===== config.mk =====
export PLATFORM = sky130hd
export DESIGN_NAME = rpm_map_formatter
export DESIGN_NICKNAME = d
export VERILOG_FILES = /design/src/rtl/rpm_pkg.sv /design/src/rtl/rpm_map_formatter.sv
export VERILOG_INCLUDE_DIRS = /design/src /design/src/rtl
export SDC_FILE = /design/constraint.sdc
export NUM_CORES = 1
export LEC_CHECK = 0
export CELL_PAD_IN_SITES_DETAIL_PLACEMENT = 0
export CELL_PAD_IN_SITES_GLOBAL_PLACEMENT = 1
export CORE_MARGIN = 2
export CORE_UTILIZATION = 44
export CTS_CLUSTER_SIZE = 20
export DETAILED_ROUTE_END_ITERATION = 8
export DONT_BUFFER_PORTS = 1
export GPL_TIMING_DRIVEN = 1
export PLACE_DENSITY = 0.82
export SKIP_LAST_GASP = 1
export SLEW_MARGIN = 40
export SYNTH_ARGS = -nofsm -noshare
export SYNTH_HDL_FRONTEND = slang
export SYNTH_SLANG_ARGS = --single-unit

===== constraint.sdc =====
create_clock -name MCLK -period 2.6 [get_ports MCLK]
set_clock_uncertainty 0.1 [all_clocks]
set_input_delay 0.52 -clock MCLK [delete_from_list [all_inputs] [get_ports MCLK]]
set_output_delay 0.52 -clock MCLK [all_outputs]
set_load 0.05 [all_outputs]

===== src/rtl/rpm_defines.svh =====
/*
  Offsets, reset values and timing counts of the payload mapper and PCM formatter.
  Included by the package and by the block; defines only.
*/
`ifndef RPM_DEFINES_SVH
`define RPM_DEFINES_SVH

// Register offsets on the processor write port
`define RPM_OFS_PSEL0 8'h64
`define RPM_OFS_PSEL1 8'h65
`define RPM_OFS_PSEL2 8'h66
`define RPM_OFS_ERRCLR 8'h67
`define RPM_OFS_SIGDLY 8'h68
`define RPM_OFS_PSEL3 8'h69
`define RPM_OFS_PSEL4 8'h6a
`define RPM_OFS_PSEL5 8'h6b
`define RPM_OFS_TXBIT_LO 8'hc0
`define RPM_OFS_TXBIT_HI 8'hc1
`define RPM_OFS_TXFRM 8'hc2
`define RPM_OFS_RXBIT_LO 8'hc3
`define RPM_OFS_RXBIT_HI 8'hc4
`define RPM_OFS_RXFRM 8'hc5
`define RPM_OFS_MFLEN 8'hc6
`define RPM_OFS_MFCNT 8'hc7
`define RPM_OFS_FBITS_LO 8'hc8
`define RPM_OFS_FBITS_HI 8'hc9

// Field widths and positions
`define RPM_SEL_W 6
`define RPM_MAP_W 36
`define RPM_HI_BIT 0

// Reset values
`define RPM_RST_MAP 36'h0
`define RPM_RST_SIGDLY 4'h0
`define RPM_RST_BITOFS 9'h000
`define RPM_RST_FRMOFS 6'h00
`define RPM_RST_FBITS 9'h0ff
`define RPM_RST_MFLEN 6'h0f
`define RPM_RST_MFCNT 6'h02

// Timing counts: transmit bit delay base in bit clock periods, synchroniser stage count
`define RPM_TX_BIT_BASE 9'h002
`define RPM_SYNC_STAGES 2

`endif


===== src/rtl/rpm_pkg.sv =====
/*
  Types shared by the payload mapper and PCM formatter.
  Assumes rpm_defines.svh is on the include path.
*/
`default_nettype none
package rpm_pkg;
  `include "rpm_defines.svh"
  typedef enum logic [1:0] {DLY_IDLE, DLY_BITS, DLY_FRAMES} rpm_dly_state_t;
  typedef logic [8:0] rpm_bits_t;
  typedef logic [5:0] rpm_frm_t;
endpackage
`default_nettype wire


===== src/rtl/rpm_map_formatter.sv =====
/*
  Receive payload mapper, error counter clear strobe, signaling frame delay and
  PCM transmit/receive timebases with derived sync outputs.
  Assumes a synchronous processor write port on MCLK, HDSL framer signals on MCLK,
  and PCM bit clocks and transmit sync arriving as pins from another domain.
*/
`default_nettype none
`include "rpm_defines.svh"
module rpm_map_formatter
  import rpm_pkg::*;
(
  // Clock and reset
  input wire logic MCLK,
  input wire logic SRST,
  // Processor write port
  input wire logic MPU_WR,
  input wire logic [7:0] MPU_ADDR,
  input wire logic [7:0] MPU_WDATA,
  // Received HDSL payload
  input wire logic PAYLOAD_VALID,
  input wire logic PAYLOAD_BLOCK_START,
  input wire logic [7:0] PAYLOAD_BYTE,
  input wire logic RECEIVE_STORE_FLUSH,
  output logic STORE_WR,
  output logic [7:0] STORE_DATA,
  // Error counters
  output logic ERR_COUNT_CLEAR,
  // Signaling grooming
  input wire logic SIGNALING_GROOM_ENABLE,
  output logic SIG_FRAME0_MARK,
  // Transmit PCM side
  input wire logic TX_BIT_CLOCK,
  input wire logic TX_MULTIFRAME_SYNC_IN,
  output logic DERIVED_TX_SYNC_OUT,
  output logic [8:0] TX_BIT_POS,
  output logic [5:0] TX_FRAME_POS,
  output logic TX_SLOT_STROBE,
  output logic TX_6MS_MARK,
  // Receive PCM side
  input wire logic RX_BIT_CLOCK,
  input wire logic HDSL_RX_6MS_SYNC,
  output logic RX_MULTIFRAME_SYNC_OUT,
  output logic [8:0] RX_BIT_POS,
  output logic [5:0] RX_FRAME_POS,
  output logic RX_SLOT_STROBE,
  output logic RX_6MS_MARK
);

  logic [`RPM_MAP_W-1:0] map_r;
  logic [3:0] sig_dly_r;
  rpm_bits_t tx_bofs_r, rx_bofs_r, fbits_r;
  rpm_frm_t tx_fofs_r, rx_fofs_r, mflen_r, mfcnt_r;
  logic wr_errclr;

  function automatic logic hit(input logic [7:0] ofs);
    hit = MPU_WR && (MPU_ADDR == ofs);
  endfunction

  // Write-only registers; narrow fields keep only their low bits
  always_ff @(posedge MCLK) begin
    if (SRST) begin
      map_r <= `RPM_RST_MAP;
      sig_dly_r <= `RPM_RST_SIGDLY;
      tx_bofs_r <= `RPM_RST_BITOFS;
      rx_bofs_r <= `RPM_RST_BITOFS;
      tx_fofs_r <= `RPM_RST_FRMOFS;
      rx_fofs_r <= `RPM_RST_FRMOFS;
      fbits_r <= `RPM_RST_FBITS;
      mflen_r <= `RPM_RST_MFLEN;
      mfcnt_r <= `RPM_RST_MFCNT;
    end else if (hit(`RPM_OFS_PSEL0)) begin
      map_r[5:0] <= MPU_WDATA[5:0];
    end else if (hit(`RPM_OFS_PSEL1)) begin
      map_r[11:6] <= MPU_WDATA[5:0];
    end else if (hit(`RPM_OFS_PSEL2)) begin
      map_r[17:12] <= MPU_WDATA[5:0];
    end else if (hit(`RPM_OFS_PSEL3)) begin
      map_r[23:18] <= MPU_WDATA[5:0];
    end else if (hit(`RPM_OFS_PSEL4)) begin
      map_r[29:24] <= MPU_WDATA[5:0];
    end else if (hit(`RPM_OFS_PSEL5)) begin
      map_r[35:30] <= MPU_WDATA[5:0];
    end else if (hit(`RPM_OFS_SIGDLY)) begin
      sig_dly_r <= MPU_WDATA[3:0];
    end else if (hit(`RPM_OFS_TXBIT_LO)) begin
      tx_bofs_r[7:0] <= MPU_WDATA;
    end else if (hit(`RPM_OFS_TXBIT_HI)) begin
      tx_bofs_r[8] <= MPU_WDATA[`RPM_HI_BIT];
    end else if (hit(`RPM_OFS_TXFRM)) begin
      tx_fofs_r <= MPU_WDATA[5:0];
    end else if (hit(`RPM_OFS_RXBIT_LO)) begin
      rx_bofs_r[7:0] <= MPU_WDATA;
    end else if (hit(`RPM_OFS_RXBIT_HI)) begin
      rx_bofs_r[8] <= MPU_WDATA[`RPM_HI_BIT];
    end else if (hit(`RPM_OFS_RXFRM)) begin
      rx_fofs_r <= MPU_WDATA[5:0];
    end else if (hit(`RPM_OFS_MFLEN)) begin
      mflen_r <= MPU_WDATA[5:0];
    end else if (hit(`RPM_OFS_MFCNT)) begin
      mfcnt_r <= MPU_WDATA[5:0];
    end else if (hit(`RPM_OFS_FBITS_LO)) begin
      fbits_r[7:0] <= MPU_WDATA;
    end else if (hit(`RPM_OFS_FBITS_HI)) begin
      fbits_r[8] <= MPU_WDATA[`RPM_HI_BIT];
    end
  end

  // Error counter clear: data value ignored, nothing else touched
  assign wr_errclr = hit(`RPM_OFS_ERRCLR);
  always_ff @(posedge MCLK) begin
    if (SRST) begin
      ERR_COUNT_CLEAR <= 1'b0;
    end else begin
      ERR_COUNT_CLEAR <= wr_errclr;
    end
  end

  // Payload mapper; index past the block end waits for the next block start
  logic [5:0] byte_idx_r, byte_cur;
  assign byte_cur = PAYLOAD_BLOCK_START ? 6'h00 : byte_idx_r;
  always_ff @(posedge MCLK) begin
    if (SRST) begin
      byte_idx_r <= 6'd36;
      STORE_WR <= 1'b0;
      STORE_DATA <= 8'h00;
    end else begin
      STORE_WR <= 1'b0;
      if (RECEIVE_STORE_FLUSH) begin
        byte_idx_r <= 6'd36;
      end else if (PAYLOAD_VALID && byte_cur < 6'd36) begin
        byte_idx_r <= byte_cur + 6'h01;
        STORE_WR <= map_r[byte_cur];
        STORE_DATA <= PAYLOAD_BYTE;
      end
    end
  end

  // Pin synchronisers; edge detection compares the second and third stages
  logic [2:0] tx_bit_clock_s, rclk_s, tsync_s;
  always_ff @(posedge MCLK) begin
    if (SRST) begin
      tx_bit_clock_s <= 3'h0;
      rclk_s <= 3'h0;
      tsync_s <= 3'h0;
    end else begin
      tx_bit_clock_s <= {tx_bit_clock_s[1:0], TX_BIT_CLOCK};
      rclk_s <= {rclk_s[1:0], RX_BIT_CLOCK};
      tsync_s <= {tsync_s[1:0], TX_MULTIFRAME_SYNC_IN};
    end
  end
  logic tx_tick, rx_tick, tsync_rise;
  assign tx_tick = tx_bit_clock_s[1] & ~tx_bit_clock_s[2];
  assign rx_tick = rclk_s[1] & ~rclk_s[2];
  assign tsync_rise = tsync_s[1] & ~tsync_s[2];

  // Shared counter arithmetic
  function automatic logic last_bit(input rpm_bits_t pos, input rpm_bits_t len);
    last_bit = (pos == len);
  endfunction

  // Transmit timebase
  logic [5:0] tx_mf_r;
  logic tx_frame_end, tx_mf_end, tx_6ms_end, tx_align;
  assign tx_frame_end = last_bit(TX_BIT_POS, fbits_r);
  assign tx_mf_end = tx_frame_end && (TX_FRAME_POS == mflen_r);
  assign tx_6ms_end = tx_mf_end && (tx_mf_r == mfcnt_r);
  always_ff @(posedge MCLK) begin
    if (SRST) begin
      TX_BIT_POS <= 9'h000;
      TX_FRAME_POS <= 6'h00;
      tx_mf_r <= 6'h00;
    end else if (tx_align) begin
      TX_BIT_POS <= 9'h000;
      TX_FRAME_POS <= 6'h00;
      tx_mf_r <= 6'h00;
    end else if (tx_tick) begin
      TX_BIT_POS <= tx_frame_end ? 9'h000 : TX_BIT_POS + 9'h001;
      if (tx_frame_end) begin
        TX_FRAME_POS <= tx_mf_end ? 6'h00 : TX_FRAME_POS + 6'h01;
      end
      if (tx_mf_end) begin
        tx_mf_r <= tx_6ms_end ? 6'h00 : tx_mf_r + 6'h01;
      end
    end
  end
  always_ff @(posedge MCLK) begin
    if (SRST) begin
      TX_SLOT_STROBE <= 1'b0;
      TX_6MS_MARK <= 1'b0;
      DERIVED_TX_SYNC_OUT <= 1'b0;
    end else begin
      TX_SLOT_STROBE <= tx_tick && (TX_BIT_POS[2:0] == 3'h7);
      TX_6MS_MARK <= tx_align || (tx_tick && tx_6ms_end);
      if (tx_align || (tx_tick && tx_mf_end)) begin
        DERIVED_TX_SYNC_OUT <= 1'b1;
      end else if (tx_tick) begin
        DERIVED_TX_SYNC_OUT <= 1'b0;
      end
    end
  end

  // Transmit sync delay: offset+3 bits, then offset+1 frames
  rpm_dly_state_t txd_st_r;
  rpm_bits_t txd_bits_r;
  rpm_frm_t txd_frm_r;
  assign tx_align = tx_tick && (txd_st_r == DLY_FRAMES) && last_bit(txd_bits_r, fbits_r)
                    && (txd_frm_r == tx_fofs_r);
  always_ff @(posedge MCLK) begin
    if (SRST) begin
      txd_st_r <= DLY_IDLE;
      txd_bits_r <= 9'h000;
      txd_frm_r <= 6'h00;
    end else if (tsync_rise) begin
      txd_st_r <= DLY_BITS;
      txd_bits_r <= 9'h000;
      txd_frm_r <= 6'h00;
    end else if (tx_tick) begin
      case (txd_st_r)
        DLY_BITS: begin
          if (txd_bits_r == tx_bofs_r + `RPM_TX_BIT_BASE) begin
            txd_st_r <= DLY_FRAMES;
            txd_bits_r <= 9'h000;
          end else begin
            txd_bits_r <= txd_bits_r + 9'h001;
          end
        end
        DLY_FRAMES: begin
          if (last_bit(txd_bits_r, fbits_r)) begin
            txd_bits_r <= 9'h000;
            txd_frm_r <= txd_frm_r + 6'h01;
            if (txd_frm_r == tx_fofs_r) begin
              txd_st_r <= DLY_IDLE;
            end
          end else begin
            txd_bits_r <= txd_bits_r + 9'h001;
          end
        end
        default: begin
          txd_st_r <= DLY_IDLE;
        end
      endcase
    end
  end
  // Ticks spent in the bit phase, counted apart from the delay counter
  logic [9:0] tsync_ticks_r;
  always_ff @(posedge MCLK) begin
    if (SRST || tsync_rise) begin
      tsync_ticks_r <= 10'h000;
    end else if (tx_tick && (txd_st_r == DLY_BITS)) begin
      tsync_ticks_r <= tsync_ticks_r + 10'h001;
    end
  end

  // Receive timebase; a master HDSL 6 ms mark is held until the next bit edge
  logic [5:0] rx_mf_r;
  logic rx_frame_end, rx_mf_end, rx_6ms_end, rx_pend_r, rx_align;
  assign rx_frame_end = last_bit(RX_BIT_POS, fbits_r);
  assign rx_mf_end = rx_frame_end && (RX_FRAME_POS == mflen_r);
  assign rx_6ms_end = rx_mf_end && (rx_mf_r == mfcnt_r);
  assign rx_align = rx_tick && (rx_pend_r || HDSL_RX_6MS_SYNC);
  always_ff @(posedge MCLK) begin
    if (SRST) begin
      rx_pend_r <= 1'b0;
    end else if (HDSL_RX_6MS_SYNC) begin
      rx_pend_r <= !rx_tick;
    end else if (rx_tick) begin
      rx_pend_r <= 1'b0;
    end
  end
  always_ff @(posedge MCLK) begin
    if (SRST) begin
      RX_BIT_POS <= 9'h000;
      RX_FRAME_POS <= 6'h00;
      rx_mf_r <= 6'h00;
    end else if (rx_align) begin
      RX_BIT_POS <= 9'h000;
      RX_FRAME_POS <= 6'h00;
      rx_mf_r <= 6'h00;
    end else if (rx_tick) begin
      RX_BIT_POS <= rx_frame_end ? 9'h000 : RX_BIT_POS + 9'h001;
      if (rx_frame_end) begin
        RX_FRAME_POS <= rx_mf_end ? 6'h00 : RX_FRAME_POS + 6'h01;
      end
      if (rx_mf_end) begin
        rx_mf_r <= rx_6ms_end ? 6'h00 : rx_mf_r + 6'h01;
      end
    end
  end
  logic rx_frm_start, rx_mf_start;
  assign rx_frm_start = rx_align || (rx_tick && rx_frame_end);
  assign rx_mf_start = rx_align || (rx_tick && rx_mf_end);
  always_ff @(posedge MCLK) begin
    if (SRST) begin
      RX_SLOT_STROBE <= 1'b0;
      RX_6MS_MARK <= 1'b0;
    end else begin
      RX_SLOT_STROBE <= rx_tick && (RX_BIT_POS[2:0] == 3'h7);
      RX_6MS_MARK <= rx_align || (rx_tick && rx_6ms_end);
    end
  end

  // Receive sync output: bit delay then frame delay, timebase untouched
  rpm_dly_state_t rxd_st_r;
  rpm_bits_t rxd_bits_r;
  rpm_frm_t rxd_frm_r;
  logic rxd_fire;
  assign rxd_fire = rx_tick && (((rxd_st_r == DLY_BITS) && (rxd_bits_r + 9'h001 >= rx_bofs_r)
                    && (rx_fofs_r == 6'h00)) || ((rxd_st_r == DLY_FRAMES)
                    && last_bit(rxd_bits_r, fbits_r) && (rxd_frm_r + 6'h01 == rx_fofs_r)));
  always_ff @(posedge MCLK) begin
    if (SRST) begin
      rxd_st_r <= DLY_IDLE;
      rxd_bits_r <= 9'h000;
      rxd_frm_r <= 6'h00;
    end else if (rx_mf_start) begin
      rxd_st_r <= DLY_BITS;
      rxd_bits_r <= 9'h000;
      rxd_frm_r <= 6'h00;
    end else if (rx_tick) begin
      case (rxd_st_r)
        DLY_BITS: begin
          rxd_bits_r <= 9'h000;
          if (rxd_bits_r + 9'h001 < rx_bofs_r) begin
            rxd_bits_r <= rxd_bits_r + 9'h001;
          end else if (rx_fofs_r == 6'h00) begin
            rxd_st_r <= DLY_IDLE;
          end else begin
            rxd_st_r <= DLY_FRAMES;
          end
        end
        DLY_FRAMES: begin
          if (last_bit(rxd_bits_r, fbits_r)) begin
            rxd_bits_r <= 9'h000;
            rxd_frm_r <= rxd_frm_r + 6'h01;
            if (rxd_frm_r + 6'h01 == rx_fofs_r) begin
              rxd_st_r <= DLY_IDLE;
            end
          end else begin
            rxd_bits_r <= rxd_bits_r + 9'h001;
          end
        end
        default: begin
          rxd_st_r <= DLY_IDLE;
        end
      endcase
    end
  end
  always_ff @(posedge MCLK) begin
    if (SRST) begin
      RX_MULTIFRAME_SYNC_OUT <= 1'b0;
    end else if (rxd_fire) begin
      RX_MULTIFRAME_SYNC_OUT <= 1'b1;
    end else if (rx_tick) begin
      RX_MULTIFRAME_SYNC_OUT <= 1'b0;
    end
  end

  // Signaling frame 0 locator; a count in flight ignores new multiframe starts,
  // so a 16-frame delay still lands when multiframes are shorter than the delay
  logic sig_act_r;
  logic [3:0] sig_cnt_r;
  logic sig_done;
  assign sig_done = rx_frm_start && sig_act_r && (sig_cnt_r == 4'h0);
  always_ff @(posedge MCLK) begin
    if (SRST) begin
      sig_act_r <= 1'b0;
      sig_cnt_r <= 4'h0;
      SIG_FRAME0_MARK <= 1'b0;
    end else if (!SIGNALING_GROOM_ENABLE) begin
      sig_act_r <= 1'b0;
      SIG_FRAME0_MARK <= rx_mf_start;
    end else begin
      SIG_FRAME0_MARK <= sig_done;
      if (rx_mf_start && (!sig_act_r || sig_done)) begin
        sig_act_r <= 1'b1;
        sig_cnt_r <= sig_dly_r;
      end else if (sig_done) begin
        sig_act_r <= 1'b0;
      end else if (rx_frm_start && sig_act_r) begin
        sig_cnt_r <= sig_cnt_r - 4'h1;
      end
    end
  end
endmodule // rpm_map_formatter
`default_nettype wire


==> results.json <==
{
  "path_class": "register to register",
  "diodes": 0,
  "crit_family": "compound AO/OA/AOI/OAI gates",
  "power.density_mw_per_mm2": 557.0,
  "ys.flop_type": "dfxtp_1",
  "max_freq_ghz": 0.3837,
  "grtUsageTotal": 0.2067,
  "hp-start": "SIGNALING_GROOM_ENABLE",
  "end_kind": "register",
  "hold_path_class": "input port to register",
  "grt_start_max_net_pins": 108,
  "busiest_layer": "met2",
  "num_rows": 55,
  "grt_pass1_vias": 7943,
  "synth_area_leaders": "dfxtp_1 40%, mux2i_1 9.9%, nor2_1 6.7%, xor2_1 5.8%, xnor2_1 5.4%",
  "drv_slew": 0,
  "crit_path_top_delay_cell": "dfxtp_2",
  "p_sw_frac": 0.2227,
  "tns_ns": -0.006162,
  "antenna_found_initial": 0,
  "setup_ws_ns": -0.006162,
  "ys_ff_latch": 205,
  "whs_endpoint": "SIG_FRAME0_MARK",
  "placed_cells": 1483,
  "clkLatencyLatePin_ns": 0.52,
  "reg2reg_from": "rxd_bits_r[1]",
  "finalCritPeriodShare": 1.002,
  "synth_most_common_cell": "dfxtp_1",
  "met1_usage": 0.2771,
  "worst-path-buf-inv": 1,
  "place.gp.congestion": 0.8200,
  "port_buffers": 0,
  "async_flop_share": 0,
  "grt_setup_unrepaired": "true",
  "violations": "setup timing",
  "postRouteWirelength_mm": 25.32,
  "synthTopCellsByCount": "205 x dfxtp_1, 181 x nor2_1, 101 x mux2i_1, 96 x nand2_1, 67 x xor2_1",
  "hpwl_mm": 17.18,
  "worst-r2r-cell-count": 12,
  "synth.net_count": 1242,
  "start_util": 0.4488,
  "fin_area_sq_mm": 0.01184,
  "cts_sinks": 205,
  "netlist_instances": 1178,
  "viasPerCell": 5.387,
  "drive_gt1_frac": 0.1270,
  "clk_pin_slew_worst_paths_ns": 0.06,
  "cts_tree": "yes",
  "areaGrowthSynthToFinish_pct": 16.21,
  "synth_edf_count": 0,
  "syn_avg_cell_area_sq_um": 8.651,
  "yosysTopAreaCell": "dfxtp_1",
  "met3_usage": 0.03667,
  "seq_area_frac_synth": 0.4027,
  "p_leak_nw": 4.669,
  "die-height_um": 156.2,
  "cts_inserted_buffers": 24,
  "cp_max_fo": 7,
  "placed_cell_area_sq_mm": 0.01094,
  "slew_headroom": 0.5722,
  "fin_util": 0.5215,
  "drt_pass1_iterations": 5,
  "core-area_sq_mm": 0.02271,
  "layout_min_cycle_time_ns": 2.606,
  "p_clk_frac": 0.483,
  "cp.arrival_ns": 2.96,
  "final_nets": 1294,
  "synth_warnings": 0,
  "required_ns": 2.95,
  "die_width_um": 156.2,
  "finalHoldViolCount": 0,
  "clk_path_buf_depth": 3,
  "cap_violations": 0,
  "p_switching_mw": 1.469,
  "seqPwrFrac": 0.485,
  "grt.overflow.total": 0,
  "cp_slowest_stage_delay_ns": 0.35,
  "drtIter0Drc": 411,
  "ys_types": 62,
  "cts_root_buf": "clkbuf_16",
  "hold_depth": 1,
  "startpoint_type": "register",
  "r2r_end": "rxd_bits_r[7]",
  "combPwrFrac": 0.032,
  "vias": 8236,
  "drtAntennaViolNets": 0,
  "power.internal_mw": 5.127,
  "dieArea_sq_mm": 0.02440,
  "synth_top_area_frac": 0.4027,
  "crit_chain": "buf_4 > nand3_4 > nor2_4 > xor2_1 > ha_1 > o21a_1 > o211ai_1 > a21oi_2 > a221oi_2 > o21a_2 > nand3_1 > a21oi_1",
  "total_power_mw": 6.596,
  "ir_drop_uv": 489.5,
  "cts_htree_levels": 1,
  "synth_area_sq_mm": 0.01019,
  "setup_viol": 1,
  "grt_pass1_wl_mm": 40.78,
  "fin_cells": 1529,
  "gr-usage-met2": 0.3479,
  "drcViolationCount": 0,
  "r2r_slack_ns": -0.006,
  "wire_per_inst_um": 16.56,
  "outcome": "finished with violations",
  "io_pins": 82,
  "worstMarginPinSlew_ns": 0.6350
}
==> power by group through the flow <==
stage	sequential, mW	clock, mW	combinational, mW
finish	3.20	3.19	0.209
global route	3.20	3.37	0.230
CTS	3.20	3.25	0.208
detailed placement	3.27	0	0.172
global placement	3.27	0	0.171
floorplan	3.27	0	0.158
==> final cells by class <==
type,instances,area (sq um)
tap,285,356.6
clock inverter,2,13.76
clock buffer,38,724.4
multi-input combinational,885,5834
fill,2114,10870
inverter,22,82.58
sequential,205,4115
timing repair buffer,92,715.7
==> cells in the final DEF (no fill, tap or decap), drive strengths merged, types with 3 or more instances in the layout <==
cell	synthesis	routed
nor3	26	26
o2111ai	3	3
nand2	96	96
and4	3	3
a22oi	5	5
nor2b	26	26
and2	3	3
nor4	5	5
nor3b	9	9
xor2	67	67
inv	22	22
nor2	182	182
or3	13	13
nand4	26	26
or4	5	5
ha	29	29
o21ai	35	35
o31ai	3	3
and3	12	12
nand2b	13	13
dfxtp	205	205
mux2i	101	101
clkbuf	52	38
a211o	3	3
a21oi	52	52
o21a	5	5
o22ai	3	3
a31oi	7	7
nand3b	5	5
nand3	41	41
a211oi	6	6
or3b	3	3
o21bai	3	3
a2111oi	3	3
a21o	3	3
buf	14	90
a221oi	4	4
xnor2	63	63
==> routing by layer <==
metal,vias to the layer above,part of all wire,wire length (um)
met4,0,0.020,514
met5,-,0,0
li1,4149,-,-
met2,150,0.47,11860
met1,3900,0.47,11810
met3,37,0.045,1135
==> kinds of logic after synthesis <==
group | Yosys count | synth area share
and+or+nand+nor | 472 | 0.2196
DFF | 205 | 0.4027
AOI/OAI and AO/OA | 149 | 0.09061
xor gates and xnor gates | 130 | 0.1117
muxes | 105 | 0.1058
buffers and inverters | 88 | 0.03389
adders and majority gates | 29 | 0.03560
==> metrics by stage <==
| stage | setup WS [ns] | hold slack, ns |
|---|---|---|
| 2_1_floorplan | 0.002684 | 0.3138 |
| 3_3_place_gp | -0.08946 | 0.3210 |
| 3_5_place_dp | -0.1207 | 0.3353 |
| 4_1_cts | 0.01686 | 0.01689 |
| 5_1_grt | -0.1741 | 0.02576 |
| 6_report | -0.006162 | 0.02346 |
==> how the worst max path moves through the flow <==
| stage | from | to | slack [ns] | cells past startpoint |
|---|---|---|---|---|
| after floorplan | rxd_bits_r[1] | rxd_bits_r[2] | 0.003 | 11 |
| after CTS | rxd_bits_r[1] | rxd_bits_r[7] | 0.02 | 12 |
| after detailed placement | rxd_bits_r[1] | rxd_bits_r[3] | -0.12 | 12 |
| final | rxd_bits_r[1] | rxd_bits_r[7] | -0.006 | 12 |
| after global placement | rxd_bits_r[0] | rxd_bits_r[2] | -0.09 | 11 |
| after global routing | rxd_bits_r[0] | rxd_bits_r[2] | -0.17 | 12 |
==> flip-flops by register name (all words and copies together) (netlist names), 8 cells and up <==
register    count
map_r          36
STORE_DATA      8
txd_bits_r      9
rx_bofs_r       9
tx_bofs_r       9
rxd_bits_r      9
fbits_r         9
TX_BIT_POS      9
RX_BIT_POS      9
==> repair_timing <==
action,4_1_cts,5_1_grt
setup buffers,0,3
pin swaps,4,9
hold endpoints to repair,107,0
resized for setup,8,15
setup endpoints to repair,12,23
hold buffers,3,0
No activity file was read; power rests on OpenSTA's default activity.
